### src/design/evfu_consts.vh
/*
 holds the shared constants of the exception vector and frame unit.
 assumes inclusion by bare name from design files under design/.
*/
`ifndef EVFU_CONSTS_VH
`define EVFU_CONSTS_VH
// status word bit positions
`define EVFU_SUPER_BIT 13
`define EVFU_TRACE_BIT 15
// vector table geometry
`define EVFU_BASE_MSB 31
`define EVFU_BASE_LSB 20
`define EVFU_OFS_W 10
`define EVFU_VEC_W 8
`define EVFU_SYS_VEC_LAST 8'h3F
// frame layout
`define EVFU_FMT_BASE 2'h1
`define EVFU_FRAME_BYTES 32'h0000_0008
// fault status codes
`define EVFU_FS_NONE 4'h0
`define EVFU_FS_IFETCH 4'h4
`define EVFU_FS_OPWR 4'h8
`define EVFU_FS_WPROT 4'h9
`define EVFU_FS_OPRD 4'hC
// fault kind input codes
`define EVFU_FK_NONE 3'h0
`define EVFU_FK_IFETCH 3'h1
`define EVFU_FK_OPWR 3'h2
`define EVFU_FK_WPROT 3'h3
`define EVFU_FK_OPRD 3'h4
// interrupt event bits
`define EVFU_IRQ_W 2
`define EVFU_EV_ENTRY 0
`define EVFU_EV_DONE 1
// register indices
`define EVFU_REG_VBR 2'h0
`define EVFU_REG_STAT 2'h1
`define EVFU_REG_CLR 2'h2
`define EVFU_REG_EN 2'h3
`endif

### src/design/evfu_vec_decode.v
/*
 vector classifier: decides stacked pc kind and vector class.
 assumes a pure combinational context; no clock.
*/
`timescale 1ns/100ps
`default_nettype none
`include "evfu_consts.vh"
module evfu_vec_decode
(
   // vector in
   input wire [7:0] vec_in,
   // classification out
   output reg pc_next_out,
   output wire sys_vec_out,
   output reg valid_out
);
   assign sys_vec_out = (vec_in <= `EVFU_SYS_VEC_LAST);
   always @*
   begin
      pc_next_out = 1'b0;
      valid_out = 1'b1;
      // reserved and reset vectors still run, stacking the fault pc
      if (vec_in == 8'h09 || vec_in == 8'h0C || vec_in == 8'h0F)
         pc_next_out = 1'b1;
      else if (vec_in >= 8'h18 && vec_in <= 8'h2F)
         pc_next_out = 1'b1;
      else if (vec_in > `EVFU_SYS_VEC_LAST)
         pc_next_out = 1'b1;
      if (vec_in <= 8'h01 || vec_in == 8'h06 || vec_in == 8'h07 || vec_in == 8'h0D)
         valid_out = 1'b0;
      else if ((vec_in >= 8'h10 && vec_in <= 8'h17) || (vec_in >= 8'h30 && vec_in <= 8'h3C))
         valid_out = 1'b0;
      else if (vec_in == 8'h3E || vec_in == 8'h3F)
         valid_out = 1'b0;
   end
endmodule
`default_nettype wire

### src/design/evfu_frame_build.v
/*
 frame word builder: format/vector/status word and realigned stack pointer.
 assumes inputs stable during the entry cycle.
*/
`timescale 1ns/100ps
`default_nettype none
`include "evfu_consts.vh"
module evfu_frame_build
(
   // context in
   input wire [31:0] sp_in,
   input wire [3:0] fs_in,
   input wire [7:0] vec_in,
   input wire [15:0] psw_in,
   // frame out
   output wire [31:0] word0_out,
   output wire [31:0] new_sp_out
);
   wire [3:0] fmt;
   wire [31:0] frame_top;
   assign fmt = {`EVFU_FMT_BASE, sp_in[1:0]};
   // fs sits split around the vector: fs[3:2] at 27:26, fs[1:0] at 17:16
   assign word0_out = {fmt, fs_in[3:2], vec_in, fs_in[1:0], psw_in};
   assign frame_top = {sp_in[31:2], 2'b00};
   assign new_sp_out = frame_top - `EVFU_FRAME_BYTES;
endmodule
`default_nettype wire

### src/design/evfu_top.v
/*
 exception vector and frame unit: entry sequencer, frame writes, vector fetch.
 assumes a pipeline that raises a one-cycle entry request and a memory bus
 with a ready handshake for each write or read.
*/
// The plain strobed port and the register offsets were chosen for this implementation.
`timescale 1ns/100ps
`default_nettype none
`include "evfu_consts.vh"
// What this block does
// - copy status, set supervisor, clear trace first
// - one fixed frame length for all
// - table base register, 1-Mbyte aligned
// - table offset is four times vector
// - finish once handler opcode fetch starts
// - table is 1024 bytes long
// - 256 vectors, 64 system, 192 user
// - fault or next pc per vector
// - block interrupts during first handler instruction
// - two longwords: format/vector/status, then pc
// - format field 4..7 from stack misalignment
// - stack becomes aligned, minus 8 to 11
// - fault status field filled for errors
// - fault status encodings 0,4,8,9,C
// - 8-bit vector, internal or from peripheral
module evfu_top
(
   // clock and reset
   input wire clk_in,
   input wire rst_in,
   // pipeline entry request
   input wire exc_req_in,
   input wire exc_is_irq_in,
   input wire [7:0] exc_vec_in,
   input wire [7:0] irq_vec_in,
   input wire [2:0] fault_kind_in,
   input wire [31:0] fault_pc_in,
   input wire [31:0] next_pc_in,
   input wire [15:0] psw_in,
   input wire [31:0] sp_in,
   input wire first_insn_done_in,
   // pipeline results
   output reg busy_out,
   output reg [15:0] psw_new_out,
   output reg [31:0] sp_new_out,
   output reg [31:0] handler_pc_out,
   output reg handler_go_out,
   output wire irq_inhibit_out,
   output reg bad_vec_out,
   // memory bus
   output reg mem_req_out,
   output reg mem_we_out,
   output reg [31:0] mem_addr_out,
   output reg [31:0] mem_wdata_out,
   input wire mem_ready_in,
   input wire [31:0] mem_rdata_in,
   // register port
   input wire [1:0] reg_addr_in,
   input wire [31:0] reg_wdata_in,
   input wire reg_wr_in,
   input wire reg_rd_in,
   output reg [31:0] reg_rdata_out,
   // interrupt
   output wire irq_out
);
   localparam ST_IDLE = 3'd0;
   localparam ST_WR0 = 3'd1;
   localparam ST_WR1 = 3'd2;
   localparam ST_VEC = 3'd3;
   localparam ST_GO = 3'd4;
   // zero gap between the base field and the scaled vector offset
   localparam VEC_PAD_W = 32 - `EVFU_OFS_W - (`EVFU_BASE_MSB - `EVFU_BASE_LSB + 1);

   reg [2:0] state_ff;
   reg [2:0] nxt_state;
   reg [11:0] vector_table_base_reg_ff;
   reg [7:0] vec_ff;
   reg [31:0] pc_ff;
   reg [31:0] word0_ff;
   reg [31:0] sp_ff;
   reg inhibit_ff;
   reg [1:0] stat_ff;
   reg [1:0] en_ff;
   reg [7:0] last_vec_ff;
   reg [`EVFU_IRQ_W-1:0] stat_set;
   reg [31:0] nxt_rdata;

   wire [7:0] vec_sel;
   wire pc_next;
   wire sys_vec;
   wire vec_valid;
   wire [3:0] fault_status_field;
   wire [31:0] word0;
   wire [31:0] new_sp;
   wire [15:0] psw_entry;
   wire entry;
   wire done;
   wire [`EVFU_IRQ_W-1:0] stat_clr;
   wire [31:0] stacked_pc;
   wire [31:0] vec_addr;
   wire [31:0] frame_pc_addr;

   // one hot-free encoding keeps reserved kinds reading as no error
   function [3:0] evfu_fs_enc;
      input [2:0] kind;
      begin
         case (kind)
            `EVFU_FK_IFETCH: evfu_fs_enc = `EVFU_FS_IFETCH;
            `EVFU_FK_OPWR: evfu_fs_enc = `EVFU_FS_OPWR;
            `EVFU_FK_WPROT: evfu_fs_enc = `EVFU_FS_WPROT;
            `EVFU_FK_OPRD: evfu_fs_enc = `EVFU_FS_OPRD;
            default: evfu_fs_enc = `EVFU_FS_NONE;
         endcase
      end
   endfunction

   function [31:0] evfu_vec_addr;
      input [11:0] base;
      input [7:0] vec;
      begin
         evfu_vec_addr = {base, {VEC_PAD_W{1'b0}}, vec, 2'b00};
      end
   endfunction

   assign entry = exc_req_in && (state_ff == ST_IDLE);
   assign vec_sel = exc_is_irq_in ? irq_vec_in : exc_vec_in;
   assign fault_status_field = evfu_fs_enc(fault_kind_in);
   assign psw_entry = (psw_in | (16'h0001 << `EVFU_SUPER_BIT)) & ~(16'h0001 << `EVFU_TRACE_BIT);
   assign stacked_pc = pc_next ? next_pc_in : fault_pc_in;
   assign vec_addr = evfu_vec_addr(vector_table_base_reg_ff, vec_ff);
   assign frame_pc_addr = sp_ff + 32'h0000_0004;

   evfu_vec_decode u_dec
   (
      .vec_in(vec_sel),
      .pc_next_out(pc_next),
      .sys_vec_out(sys_vec),
      .valid_out(vec_valid)
   );

   evfu_frame_build u_frm
   (
      .sp_in(sp_in),
      .fs_in(fault_status_field),
      .vec_in(vec_sel),
      .psw_in(psw_in),
      .word0_out(word0),
      .new_sp_out(new_sp)
   );

   always @*
   begin
      nxt_state = state_ff;
      case (state_ff)
         ST_IDLE:
            if (exc_req_in)
               nxt_state = ST_WR0;
         ST_WR0:
            if (mem_ready_in)
               nxt_state = ST_WR1;
         ST_WR1:
            if (mem_ready_in)
               nxt_state = ST_VEC;
         ST_VEC:
            if (mem_ready_in)
               nxt_state = ST_GO;
         ST_GO:
            nxt_state = ST_IDLE;
         default:
            nxt_state = ST_IDLE;
      endcase
   end

   assign done = (state_ff == ST_GO);

   always @(posedge clk_in or posedge rst_in)
   begin
      if (rst_in)
      begin
         state_ff <= ST_IDLE;
         vec_ff <= 8'h00;
         pc_ff <= 32'h0000_0000;
         word0_ff <= 32'h0000_0000;
         sp_ff <= 32'h0000_0000;
         psw_new_out <= 16'h0000;
         sp_new_out <= 32'h0000_0000;
         handler_pc_out <= 32'h0000_0000;
         bad_vec_out <= 1'b0;
         last_vec_ff <= 8'h00;
      end
      else
      begin
         state_ff <= nxt_state;
         if (entry)
         begin
            vec_ff <= vec_sel;
            pc_ff <= stacked_pc;
            word0_ff <= word0;
            sp_ff <= new_sp;
            psw_new_out <= psw_entry;
            bad_vec_out <= ~vec_valid & sys_vec;
            last_vec_ff <= vec_sel;
         end
         if (state_ff == ST_VEC && mem_ready_in)
         begin
            handler_pc_out <= mem_rdata_in;
            sp_new_out <= sp_ff;
         end
      end
   end

   // memory bus drive: frame at sp, pc above it, then the table read
   always @*
   begin
      mem_req_out = 1'b0;
      mem_we_out = 1'b0;
      mem_addr_out = 32'h0000_0000;
      mem_wdata_out = 32'h0000_0000;
      busy_out = (state_ff != ST_IDLE);
      handler_go_out = done;
      case (state_ff)
         ST_WR0:
         begin
            mem_req_out = 1'b1;
            mem_we_out = 1'b1;
            mem_addr_out = sp_ff;
            mem_wdata_out = word0_ff;
         end
         ST_WR1:
         begin
            mem_req_out = 1'b1;
            mem_we_out = 1'b1;
            mem_addr_out = frame_pc_addr;
            mem_wdata_out = pc_ff;
         end
         ST_VEC:
         begin
            mem_req_out = 1'b1;
            mem_addr_out = vec_addr;
         end
         default:
         begin
            mem_req_out = 1'b0;
         end
      endcase
   end

   // inhibit from handler start until its first instruction retires
   always @(posedge clk_in or posedge rst_in)
   begin
      if (rst_in)
         inhibit_ff <= 1'b0;
      else if (done)
         inhibit_ff <= 1'b1;
      else if (first_insn_done_in)
         inhibit_ff <= 1'b0;
   end
   assign irq_inhibit_out = inhibit_ff | busy_out;

   // registers: set wins over clear on status
   always @(posedge clk_in or posedge rst_in)
   begin
      if (rst_in)
      begin
         vector_table_base_reg_ff <= 12'h000;
         stat_ff <= 2'b00;
         en_ff <= 2'b00;
         reg_rdata_out <= 32'h0000_0000;
      end
      else
      begin
         if (reg_wr_in && reg_addr_in == `EVFU_REG_VBR)
            vector_table_base_reg_ff <= reg_wdata_in[`EVFU_BASE_MSB:`EVFU_BASE_LSB];
         if (reg_wr_in && reg_addr_in == `EVFU_REG_EN)
            en_ff <= reg_wdata_in[`EVFU_IRQ_W-1:0];
         // an event in the clear cycle stays visible
         stat_ff <= (stat_ff & ~stat_clr) | stat_set;
         reg_rdata_out <= nxt_rdata;
      end
   end

   always @*
   begin
      stat_set = {`EVFU_IRQ_W{1'b0}};
      stat_set[`EVFU_EV_ENTRY] = entry;
      stat_set[`EVFU_EV_DONE] = done;
   end
   assign stat_clr = (reg_wr_in && reg_addr_in == `EVFU_REG_CLR) ? reg_wdata_in[`EVFU_IRQ_W-1:0] : {`EVFU_IRQ_W{1'b0}};

   // read data is zero outside the cycle after a read strobe
   always @*
   begin
      nxt_rdata = 32'h0000_0000;
      if (reg_rd_in)
      begin
         case (reg_addr_in)
            `EVFU_REG_VBR: nxt_rdata = {vector_table_base_reg_ff, 20'h0_0000};
            `EVFU_REG_STAT: nxt_rdata = {16'h0000, last_vec_ff, 6'h00, stat_ff};
            `EVFU_REG_EN: nxt_rdata = {30'h0000_0000, en_ff};
            default: nxt_rdata = 32'h0000_0000;
         endcase
      end
   end
   assign irq_out = |(stat_ff & en_ff);
endmodule
`default_nettype wire

### config.mk
export PLATFORM = sky130hd
export DESIGN_NAME = evfu_top
export DESIGN_NICKNAME = d
export VERILOG_FILES = /design/src/design/evfu_vec_decode.v /design/src/design/evfu_frame_build.v /design/src/design/evfu_top.v
export VERILOG_INCLUDE_DIRS = /design/src /design/src/design
export SDC_FILE = /design/constraint.sdc
export NUM_CORES = 1
export LEC_CHECK = 0
export BUFFER_PORTS_ARGS = -buffer_cell sky130_fd_sc_hd__buf_2
export CAP_MARGIN = 20
export CORE_UTILIZATION = 45
export DETAILED_ROUTE_END_ITERATION = 10
export PLACE_DENSITY = 0.77
export SLEW_MARGIN = 20
export SYNTH_ARGS = -nofsm -noshare
export SYNTH_HDL_FRONTEND = slang
export SYNTH_SLANG_ARGS = --single-unit
### constraint.sdc
create_clock -name clk_in -period 7.15 [get_ports clk_in]
set_input_delay 1.43 -clock clk_in [delete_from_list [all_inputs] [get_ports clk_in]]
set_output_delay 1.43 -clock clk_in [all_outputs]
set_load 0.05 [all_outputs]
Yosys cells after proc, flatten, opt, wreduce, memory -nomap -nowiden
Index checks and enable logic that the tools add are counted.
{"block": "totals", "in_bits": 205, "output_inout_bits": 183, "regBits": 235}
{"block": "classes", "eq_ne": 23, "add_sub_neg": 2, "reduce_logical": 23, "order_cmp": 9, "bitwise_logic": 7, "mux": 23}
{"op": "$pmux 32 s3", "count": 2}
{"op": "$mux 32", "count": 2}
{"op": "$pmux 32 s2", "count": 1}
{"op": "$add 32x3->32 const B", "count": 1}
{"op": "$eq 8x4->1 const B", "count": 4}
{"op": "$sub 32x4->32 const B", "count": 1}
{"op": "$le 8x6->1 const B", "count": 3}
{"op": "$eq 8x3->1 const B", "count": 2}
{"op": "$eq 8x6->1 const B", "count": 2}
{"op": "$ge 8x5->1 const B", "count": 2}
{"op": "$pmux 4 s4", "count": 1}
{"op": "$eq 3x2->1 const B", "count": 4}
{"op": "$mux 3", "count": 4}
{"op": "$pmux 3 s4", "count": 1}
{"op": "$mux 1", "count": 10}
{"op": "$ge 8x6->1 const B", "count": 1}
{"op": "$gt 8x6->1 const B", "count": 1}
{"op": "$le 8x1->1 const B", "count": 1}
{"op": "$le 8x5->1 const B", "count": 1}
{"op": "$logic_and 1x1->1", "count": 8}
{"op": "$mux 8", "count": 1}
{"op": "$ne 2x2->1 const B", "count": 4}
{"op": "$logic_or 1x1->1", "count": 7}
{"op": "$eq 3x1->1 const B", "count": 2}
{"op": "other kinds (17)", "count": 21}

Depth between registers and ports, before layout
Gate-level depths: netlist (run 1).
{"block": "logic_depth", "word_depth": 8, "ltp_mapped": 8, "depth_no_buf": 7}

By module
A second synthesis (run 1) with hierarchy kept.
{"block": "unflattened", "hier_cells": 978, "hier_area_um2": 11278.3}
{"mod": "evfu_top", "cells_per_inst": 846, "area_per_inst_um2": 10338.7, "instances": 1}
{"mod": "evfu_frame_build", "cells_per_inst": 115, "area_per_inst_um2": 837.1, "instances": 1}
{"mod": "evfu_vec_decode", "cells_per_inst": 17, "area_per_inst_um2": 102.6, "instances": 1}

Least setup slack after synthesis (run 1)
Ideal clock, no wire load.
{"block": "synth_path", "path_type": "reg-to-output", "start": "reg state_ff[0]", "end": "out mem_addr_out[12]", "arrival_time_ps": 2890, "n_path_buf": 3, "slack_ps": 2830, "stages_incl_launch_ff": 7, "path_cell_list": "dfrtp_1 > nor2b_1 > clkbuf_1 > nand2b_1 > clkbuf_1 > clkbuf_1 > o41ai_1"}
{"block": "synth_via", "elab_chain_len": 2}
{"element": "start, declared", "line": "evfu_top.v:74", "text": "reg [2:0] state_ff;"}
{"element": "start signal, assigned", "line": "evfu_top.v:193", "text": "state_ff <= nxt_state;"}
{"element": "$eq 3x2->1 / $eq 3x1->1 (equally long branches)", "line": "evfu_top.v:221", "text": "case (state_ff)"}
{"element": "$pmux 32 s3 (*)", "line": "evfu_top.v:221"}
{"element": "end, declared", "line": "evfu_top.v:53", "text": "output reg [31:0] mem_addr_out,"}
Every way passes the cells marked *; elsewhere a longest branch is shown, timed or not.

Worst setup path after layout (run 1)
{"block": "layout_path", "start": "reg state_ff[0]", "end": "out mem_addr_out[9]"}
The elaborated chain is that of the path after synthesis.

==> results of run 1 <==
==> final timing paths <==
path | from | depth (start not counted) | endpoint | slack (ps)
max in group asynchronous | rst_in | 3 | sp_ff[23] | 4500
worst max register to register | state_ff[2] | 5 | pc_ff[20] | 4080
worst min register to register | sp_new_out[5] | 2 | sp_new_out[5] | 470
min in group asynchronous | rst_in | 2 | handler_pc_out[10] | 1140
worst max-delay path | state_ff[0] | 4 | mem_addr_out[9] | 2230
worst min-delay path | sp_new_out[5] | 2 | sp_new_out[5] | 470
==> kinds of logic after synthesis <==
group,share of synthesized area
buffers and inverters,0.0606
and+or+nand+nor,0.219
other,0.000371
muxes,0.0473
AOI/OAI and AO/OA,0.137
adders and majority gates,0.00248
xor gates and xnor gates,0.0451
DFF,0.488
==> metrics by stage <==
| step | worst slack [ps] | total power [mW] | hold WS, ps |
|---|---|---|---|
| floorplan | 351 | 4.53 | 439 |
| global placement | 2870 | 5.29 | 450 |
| detailed placement | 2770 | 5.35 | 457 |
| CTS | 2310 | 6.34 | 477 |
| global route | 2030 | 6.66 | 492 |
| finish | 2230 | 6.31 | 473 |
==> Yosys cell counts, types with 4 or more instances <==
library cell / number / area (sq um)
o22ai_1: 12 / 75.1
mux2i_1: 23 / 230
a22o_1: 31 / 272
nand3_1: 19 / 95.1
xnor2_1: 33 / 289
xor2_1: 19 / 166
and2_1: 26 / 163
dfrtp_1: 197 / 4930
nor2_1: 65 / 244
o21ai_1: 55 / 275
a21oi_1: 38 / 190
buf_4: 31 / 233
nor3_2: 4 / 40.0
a22oi_1: 6 / 45.0
inv_1: 14 / 52.6
a31oi_1: 35 / 219
nand2_1: 296 / 1110
nand4_1: 15 / 93.8
or3_1: 5 / 31.3
clkbuf_1: 68 / 255
nor3_1: 15 / 75.1
nor4_1: 12 / 75.1
buf_1: 6 / 22.5
mux2_2: 22 / 248
nand2b_1: 6 / 37.5
o21ai_0: 33 / 165
==> routing by layer <==
metal	track usage	up-vias	wire (um)
li1	-	4401	-
met4	0.112	4	944
met2	0.442	439	15100
met1	0.306	4337	11900
met3	0.0659	55	2480
met5	0	-	26
==> worst max-delay path: cells and delay by family (launching register included) <==
family	cells	cell delay [ps]
buffers and inverters	1	390
DFF	1	590
and+or+nand+nor	2	1440
AOI/OAI and AO/OA	1	630
==> flip-flops by register name (all words and copies together), names as in the netlist <==
name                      cells
last_vec_ff                   7
inhibit_ff                    1
psw_new_out                  14
stat_ff                       2
reg_rdata_out                22
en_ff                         2
state_ff                      3
sp_ff                        30
handler_pc_out               32
pc_ff                        32
vector_table_base_reg_ff     12
word0_ff                      9
sp_new_out                   30
bad_vec_out                   1
==> cell type report <==
| class | count | area, sq um |
|---|---|---|
| antenna | 6 | 15.0 |
| clock buffer | 17 | 425 |
| clock inverter | 15 | 186 |
| fill | 2038 | 9440 |
| inverter | 14 | 60.1 |
| multi-input combinational | 827 | 4650 |
| sequential | 197 | 4930 |
| tap | 280 | 350 |
| timing repair buffer | 362 | 1830 |
==> power by group through the flow <==
stage	clock (mW)	sequential [mW]	combinational, mW
after floorplan	0	2.36	2.17
after global placement	0	1.94	3.35
after detailed placement	0	1.96	3.38
after CTS	1.00	1.94	3.40
after global routing	1.04	2.00	3.62
final	0.982	1.95	3.38
==> results by group, run 1 <==
Run status
  • Status: complete, no violations

Place
  • Dpl hpwl: 21,700 um
  • Buffers on Ports: 354
  • Placed cell area: 11,800 sq um
  • GPL Wtd Cong: 0.885
  • Placed insts: 1,680

Synthesis
  • Cells after Synth: 1,135
  • Most used DFF post-synth: dfrtp_1
  • Async SR Flop Fraction: 1.00
  • Yosys warning count: 0
  • Count of cell types in the netlist: 53
  • Seq/Total Area, Yosys: 0.488
  • Yosys reg bits: 197
  • Avg Inst Size Synth: 8.90 sq um
  • Area of the mapped netlist: 10,100 sq um
  • Post-synth EDFFs: 0

Timing
  • Worst Skew: 15.7 ps
  • Final setup viols: 0
  • RSZ-0062 raised after global routing: false
  • Setup TNS: 0 ps
  • Max Slew Vio Count: 0
  • Final hold vios: 0
  • Tcrit/Tclk final: 0.688
  • Fin crit period: 4920 ps
  • Slew @ Worst Pin: 1070 ps
  • Fmax achieved: 203 MHz
  • Slew HR: 0.289

Critical path
  • Critical path launch point type: flip-flop
  • Critical path class: reg -> out
  • Worst path required time: 5720 ps
  • Arrival @ worst endpoint: 3490 ps
  • Critical path cell sequence: nor2b_1 > nand2b_1 > o311ai_0 > buf_2
  • Crit. End Element: primary output
  • Slowest library cell on the worst path: nand2b_1
  • Largest stage delay, worst path: 730 ps
  • Crit-path max FO: 25

Power
  • Net Switching: 3.45 mW
  • Internal: 2.86 mW
  • Combinational power share: 0.536
  • Sw frac: 0.547
  • Worst vdd ir: 273 uV
  • Sequential share of power: 0.309
  • Share of total power in the clock network: 0.156
  • Pleak: 6.35 nW
  • PwrDens: 507 nW/um^2

Clock network
  • CTS Hold Bufs: 0
  • CTS root buf: clkbuf_16
  • Clk sink count: 197
  • Clk buf depth: 2
  • TritonCTS clock tree: built
  • TritonCTS Buffers: 17
  • Worst-path clk slew: 80 ps
  • Post-CTS Setup Inserts: 0
  • # H-tree levels: 4
  • Clk_lat worst skew: 440 ps
  • Resize count post-CTS: 0

GRT
  • Grt ovf: 0
  • Largest net degree at the start of global routing: 124
  • Number of global-route vias before repair: 8,551
  • Initial antenna violation count: 8
  • GRT Overall Usage: 0.259
  • Global-route wire length before repair: 45,300 um

Die
  • Row count: 54
  • # IOs: 388
  • Die ar.: 23,000 sq um
  • Die height: 152 um
  • Die W: 152 um
  • Initial core utilization: 0.461
  • Core ar.: 21,900 sq um

Final layout
  • Commonest non-fill, non-tap cell in the layout: buf_2
  • Post-layout util: 0.569
  • Post-Layout Cell Count: 1,718
  • Final Cell Area: 12,400 sq um
  • Share of layout cells above drive strength 1: 0.308
  • Most frequent cells in the layout: buf_2, nand2_1, dfrtp_1, nor2_1, o21ai_1
  • Fin nets: 1,626
  • Syn-to-layout area delta: 23.3%

Job
  • Max Cap Viol: 0

Detailed routing
  • Total Wirelength: 30,400 um
  • Vias: 9,236
  • Initial DRC count: 471
  • Routed len/inst: 17.7 um
  • Remaining antenna violation count: 0
  • DRT Pass-1 Iters: 5
  • DRC viols: 0
  • Vias per cell: 5.38

Worst hold path
  • Worst min path class: reg -> reg
Note: power is estimated with default switching activity, not from simulation.
==> inputs of run 2 (changes only) <==
--- a/config.mk
+++ b/config.mk
@@ -8,9 +8,10 @@
 export LEC_CHECK = 0
 export BUFFER_PORTS_ARGS = -buffer_cell sky130_fd_sc_hd__buf_2
 export CAP_MARGIN = 20
-export CORE_UTILIZATION = 45
+export CORE_AREA = 2 2 150 152
 export DETAILED_ROUTE_END_ITERATION = 10
-export PLACE_DENSITY = 0.77
+export DIE_AREA = 0 0 152 154
+export PLACE_DENSITY = 0.76
 export SLEW_MARGIN = 20
 export SYNTH_ARGS = -nofsm -noshare
 export SYNTH_HDL_FRONTEND = slang
==> constraint.sdc (replaced) <==
create_clock -name clk_in -period 4.9 [get_ports clk_in]
set_input_delay 0.98 -clock clk_in [delete_from_list [all_inputs] [get_ports clk_in]]
set_output_delay 0.98 -clock clk_in [all_outputs]
set_load 0.05 [all_outputs]
==> run 2 against run 1 <==
Global-route usage up 0.60 points. Final cell count up 0.41%. Combinational power up 48%. Largest cell class unchanged. Non-clock buffer count up 10. Hold slack about the same. First-iteration DRC count up 42%. Cell area up 1.0%. Critical path type unchanged. Sequential cell count unchanged. Clock-buffer cell count unchanged. Critical path depth up 2. Critical endpoint unchanged.
==> results by group, run 2 (synthesis gave the netlist of run 1 again) <==
Place
  • GPL Wtd Cong: 0.875
  • Buffers on Ports: 354
  • Placed insts: 1,689
  • Dpl hpwl: 22,500 um

GRT
  • Largest net degree at the start of global routing: 123
  • Global-route wire length before repair: 49,500 um
  • GRT Overall Usage: 0.265
  • Number of global-route vias before repair: 9,291
  • Grt ovf: 0
  • Initial antenna violation count: 8

Detailed routing
  • Routed len/inst: 18.1 um
  • Vias per cell: 5.41
  • DRT Pass-1 Iters: 5
  • Total Wirelength: 31,200 um
  • Remaining antenna violation count: 0
  • Vias: 9,327
  • Initial DRC count: 667
  • DRC viols: 0

Power
  • Total power: 9.34 mW
  • Pleak: 6.42 nW
  • Net Switching: 5.07 mW
  • Sw frac: 0.542
  • PwrDens: 743 nW/um^2
  • Internal: 4.28 mW
  • Share of total power in the clock network: 0.162
  • Sequential share of power: 0.302
  • Worst vdd ir: 441 uV
  • Combinational power share: 0.537

Critical path
  • Crit-path max FO: 16
  • Worst path required time: 3920 ps
  • FF-to-FF End: sp_ff[16]
  • Critical path launch point type: flip-flop
  • Arrival @ worst endpoint: 3040 ps
  • FF-to-FF path depth: 6
  • FF-to-FF setup slack: 1820 ps
  • Critical path class: reg -> out
  • Crit. End Element: primary output
  • Worst R2R Start: state_ff[1]

Clock network
  • TritonCTS Buffers: 17
  • CTS Hold Bufs: 0
  • Clk sink count: 197
  • CTS root buf: clkbuf_16
  • # H-tree levels: 4
  • Worst-path clk slew: 80 ps
  • Clk buf depth: 2
  • Post-CTS Setup Inserts: 0
  • Resize count post-CTS: 0
  • TritonCTS clock tree: built
  • Clk_lat worst skew: 430 ps

Run status
  • Status: complete, no violations

Final layout
  • Fin nets: 1,636
  • Post-layout util: 0.580
  • Top flop regs: handler_pc_out (32), pc_ff (32)
  • Fillers: 1,946
  • Commonest non-fill, non-tap cell in the layout: buf_2
  • Flip-flop and latch area: 4930 sq um
  • Share of layout cells above drive strength 1: 0.313
  • Area taken by multi-input logic gates: 4650 sq um
  • Syn-to-layout area delta: 24.6%
  • Post-Layout Cell Count: 1,725
  • Most frequent cells in the layout: buf_2, nand2_1, dfrtp_1, nor2_1, o21ai_1

Die
  • Die height: 154 um
  • Die W: 152 um
  • # IOs: 388
  • Die ar.: 23,400 sq um
  • Core ar.: 21,700 sq um
  • Row count: 54
  • Initial core utilization: 0.466

Timing
  • Max Slew Vio Count: 0
  • RSZ-0062 raised after global routing: false
  • Setup TNS: 0 ps
  • Final hold vios: 0
  • Slew @ Worst Pin: 1110 ps
  • Final setup viols: 0
  • Tcrit/Tclk final: 0.820
  • Worst Skew: 13.1 ps
  • Slew HR: 0.259
  • Fmax achieved: 249 MHz
  • Fin crit period: 4020 ps

Job
  • Max Cap Viol: 0

Worst hold path
  • Worst Hold Path EP: handler_pc_out[21]
  • HP Start: handler_pc_out[21]
  • Worst min path class: reg -> reg
  • Hold path depth: 2
[run 2: final cells by class]
type / count / area share
Sequential cell: 197 / 0.392
Antenna cell: 3 / 0.000597
Tap cell: 280 / 0.0279
Inverter: 14 / 0.00448
Clock buffer: 17 / 0.0338
Timing Repair Buffer: 372 / 0.154
Clock inverter: 15 / 0.0177
Multi-Input combinational cell: 827 / 0.370
[run 2: critical path, stage by stage, from the launching register on]
cell and delay (ps):
dfrtp_1 690, nand2b_1 500, nor2_4 500, buf_4 310
o21ai_0 110, o311ai_0 120, buf_2 360
[run 2: metrics by stage]
step,area (sq um),setup WS (ps),hold slack (ps)
global placement,11900,1430,452
floorplan,10200,1030,439
CTS,12500,898,477
detailed placement,11900,1360,457
finish,12600,883,473
global route,12600,596,495
[run 2: worst max path at each step]
stage	start	endpoint	slack, ps	cells past startpoint
5_1_grt	state_ff[0]	mem_addr_out[9]	600	6
6_report	state_ff[0]	mem_addr_out[9]	880	6
3_5_place_dp	state_ff[0]	mem_addr_out[9]	1360	6
4_1_cts	state_ff[0]	mem_addr_out[9]	900	6
2_1_floorplan	state_ff[0]	mem_addr_out[12]	1030	6
3_3_place_gp	state_ff[0]	mem_addr_out[9]	1430	6
[run 2: power by group through the flow]
stage	sequential [mW]	clock (mW)	combinational (mW)
after CTS	2.81	1.54	5.03
after global placement	2.81	0	4.95
after floorplan	3.45	0	3.17
after global routing	2.91	1.60	5.37
final	2.82	1.51	5.01
after detailed placement	2.84	0	5.01
[run 2: layer usage]
| metal | track usage | vias to the layer above | part of all wire |
|---|---|---|---|
| met5 | 0 | - | 0.0015 |
| met4 | 0.0912 | 8 | 0.027 |
| met3 | 0.0688 | 70 | 0.078 |
| met2 | 0.455 | 415 | 0.49 |
| met1 | 0.324 | 4419 | 0.40 |
| li1 | - | 4415 | - |
==> inputs of run 3 (changes only) <==
--- a/config.mk
+++ b/config.mk
@@ -6,12 +6,12 @@
 export SDC_FILE = /design/constraint.sdc
 export NUM_CORES = 1
 export LEC_CHECK = 0
+export ABC_AREA = 1
 export BUFFER_PORTS_ARGS = -buffer_cell sky130_fd_sc_hd__buf_2
 export CAP_MARGIN = 20
-export CORE_AREA = 2 2 150 152
+export CORE_UTILIZATION = 46
 export DETAILED_ROUTE_END_ITERATION = 10
-export DIE_AREA = 0 0 152 154
-export PLACE_DENSITY = 0.76
+export PLACE_DENSITY = 0.78
 export SLEW_MARGIN = 20
 export SYNTH_ARGS = -nofsm -noshare
 export SYNTH_HDL_FRONTEND = slang
==> constraint.sdc (replaced) <==
create_clock -name clk_in -period 3.5 [get_ports clk_in]
set_input_delay 0.7 -clock clk_in [delete_from_list [all_inputs] [get_ports clk_in]]
set_output_delay 0.7 -clock clk_in [all_outputs]
set_load 0.05 [all_outputs]
==> run 3 against run 2 <==
Clock-buffer cell count unchanged. Non-clock buffer count decreased by 5. Power increased by 39%. Critical path depth up 3. Routed wire length increased by 3.6%. Register-to-register slack worse by 460 ps. Global-route usage is 0.63 points higher. Synthesized cell count rose by 29%. Sequential share of layout area shrank 1.7 points.
==> results by group, run 3 <==
Synthesis
  • Seq/Total Area, Yosys: 0.462
  • Top cells by count, synth: nand2_1, dfrtp_1, inv_1, nand3_1, nor2_1
  • Yosys reg bits: 197
  • Yosys top cell by area: dfrtp_1
  • Synth top area share: 0.462
  • Area of the mapped netlist: 10,700 sq um
  • Avg Inst Size Synth: 7.26 sq um
  • Post-synth EDFFs: 0
  • Count of cell types in the netlist: 36
  • Most used DFF post-synth: dfrtp_1
  • Cells after Synth: 1,469
  • Yosys warning count: 0
  • Async SR Flop Fraction: 1.00
  • Area contributors post-synth: dfrtp_1, nand2_1, inv_1
  • Most numerous cell in the Yosys netlist: nand2_1

Die
  • Core ar.: 22,700 sq um
  • Die W: 154 um
  • Initial core utilization: 0.470
  • # IOs: 388
  • Die height: 154 um
  • Die ar.: 23,800 sq um
  • Row count: 55

Final layout
  • Fin nets: 1,988
  • Most frequent cells in the layout: nand2_1, buf_2, dfrtp_1, inv_1, nand3_1
  • Post-Layout Cell Count: 2,081
  • Fillers: 2,197
  • Share of layout cells above drive strength 1: 0.241
  • Syn-to-layout area delta: 23.1%
  • Final Cell Area: 13,100 sq um
  • Top flop regs: handler_pc_out (32), pc_ff (32)
  • Commonest non-fill, non-tap cell in the layout: nand2_1

Clock network
  • TritonCTS clock tree: built
  • Worst-path clk slew: 80 ps
  • Post-CTS Setup Inserts: 0
  • # H-tree levels: 4
  • CTS Hold Bufs: 0
  • CTS root buf: clkbuf_16
  • Clk buf depth: 2
  • TritonCTS Buffers: 17
  • Clk_lat worst skew: 430 ps
  • Clk sink count: 197

GRT
  • Grt ovf: 0
  • Initial antenna violation count: 2
  • Global-route wire length before repair: 50,500 um
  • GRT Overall Usage: 0.271
  • Number of global-route vias before repair: 9,929
  • Largest net degree at the start of global routing: 93

Detailed routing
  • DRC viols: 0
  • Initial DRC count: 717
  • Vias per cell: 5.07
  • DRT Pass-1 Iters: 6
  • Vias: 10,551
  • Remaining antenna violation count: 0
  • Routed len/inst: 15.5 um
  • Total Wirelength: 32,300 um

Timing
  • RSZ-0062 raised after global routing: false
  • Worst Skew: 13.2 ps
  • Final setup viols: 0
  • Max Slew Vio Count: 0
  • Tcrit/Tclk final: 0.940
  • Slew HR: 0.337
  • Setup TNS: 0 ps
  • Final hold vios: 0
  • Slew @ Worst Pin: 994 ps
  • Fmax achieved: 304 MHz
  • Fin crit period: 3290 ps

Place
  • Dpl hpwl: 24,700 um
  • GPL Wtd Cong: 0.907
  • Placed cell area: 12,500 sq um
  • Placed insts: 2,047
  • Buffers on Ports: 354

Power
  • Worst vdd ir: 682 uV
  • Pleak: 7.34 nW
  • PwrDens: 987 nW/um^2

Job
  • Max Cap Viol: 0

Critical path
  • Arrival @ worst endpoint: 2590 ps
  • Worst path required time: 2800 ps
  • Crit. End Element: primary output
  • Critical path class: reg -> out
  • Crit-path max FO: 5
  • Critical path launch point type: flip-flop

Run status
  • Status: complete, no violations

Worst hold path
  • Worst min path class: in -> async
[run 3: changes by cell type in the layout (fill, tap and decap cells not counted), sizes merged, moves of 11 or more]
cell / before / now
nand3: 20 / 125
nor4: 14 / 0
and2: 26 / 0
mux2: 22 / 0
a21oi: 38 / 21
nor2: 65 / 125
xnor2: 33 / 7
o21ai: 91 / 122
nand2: 297 / 507
a22o: 31 / 14
a31oi: 35 / 0
mux2i: 23 / 0
nand4: 15 / 4
inv: 21 / 195
[run 3: path summary, 6_finish.rpt]
check,slack (ps),from,end,depth (start not counted)
hold reg to reg,480,handler_pc_out[3],handler_pc_out[3],2
hold / removal,340,rst_in,vector_table_base_reg_ff[0],2
setup reg to reg,1360,state_ff[2],sp_ff[9],8
min in group clk_in,450,mem_rdata_in[14],handler_pc_out[14],3
setup / recovery,210,sp_ff[2],mem_addr_out[17],9
max in group asynchronous,2470,rst_in,sp_new_out[6],3
[run 3: layout make-up]
cell class | count | area, sq um | share of cell area
sequential | 197 | 4930 | 0.375
multi-input combinational | 1006 | 4570 | 0.348
timing repair buffer | 367 | 1960 | 0.149
inverter | 192 | 724 | 0.0552
clock buffer | 17 | 425 | 0.0324
tap | 285 | 357 | 0.0272
clock inverter | 15 | 163 | 0.0124
antenna | 2 | 5.00 | 0.000381
[run 3: metrics by stage]
stage	utilization	total power [mW]	setup WS (ps)	hold slack, ps
after floorplan	-	9.15	254	445
after CTS	0.577	13.0	129	348
after detailed placement	0.552	11.0	614	459
after global routing	0.578	13.7	41.4	373
final	0.578	13.0	209	337
after global placement	0.552	10.9	641	457
[run 3: logic make-up after synthesis]
logic type      share of synthesized area
other cells                      0.000351
buf+inv                             0.117
simple gates                        0.306
flops                               0.462
fa+ha+maj                         0.00235
compound gates                     0.0972
xor+xnor                           0.0148
[run 3: power breakdown]
group	switching [mW]	leakage (nW)	internal, mW	total [mW]
Combinational	5.63	4.59	1.62	7.25
Clock	0.989	0.276	0.955	1.94
Sequential	0.618	2.47	3.16	3.78
[run 3: per-layer routing]
metal,global-route usage,vias to the layer above,part of all wire
met5,0,-,0
met4,0.126,0,0.040
met3,0.0488,70,0.072
met2,0.449,457,0.47
met1,0.346,4846,0.41
li1,-,5178,-
[run 3: timing repair]
action | in CTS | in global routing
gates resized for setup | 0 | 3
endpoints found under the setup margin | 0 | 6
endpoints found under the hold margin | 0 | 0
[run 3: critical path, cell delays in order (launching register included)]
cell,delay [ps]
dfrtp_1,450
nand3_1,200
nor2_2,240
inv_1,70
nor2_1,320
inv_1,100
o21ai_0,180
nand3_1,90
o21ai_0,170
buf_2,340
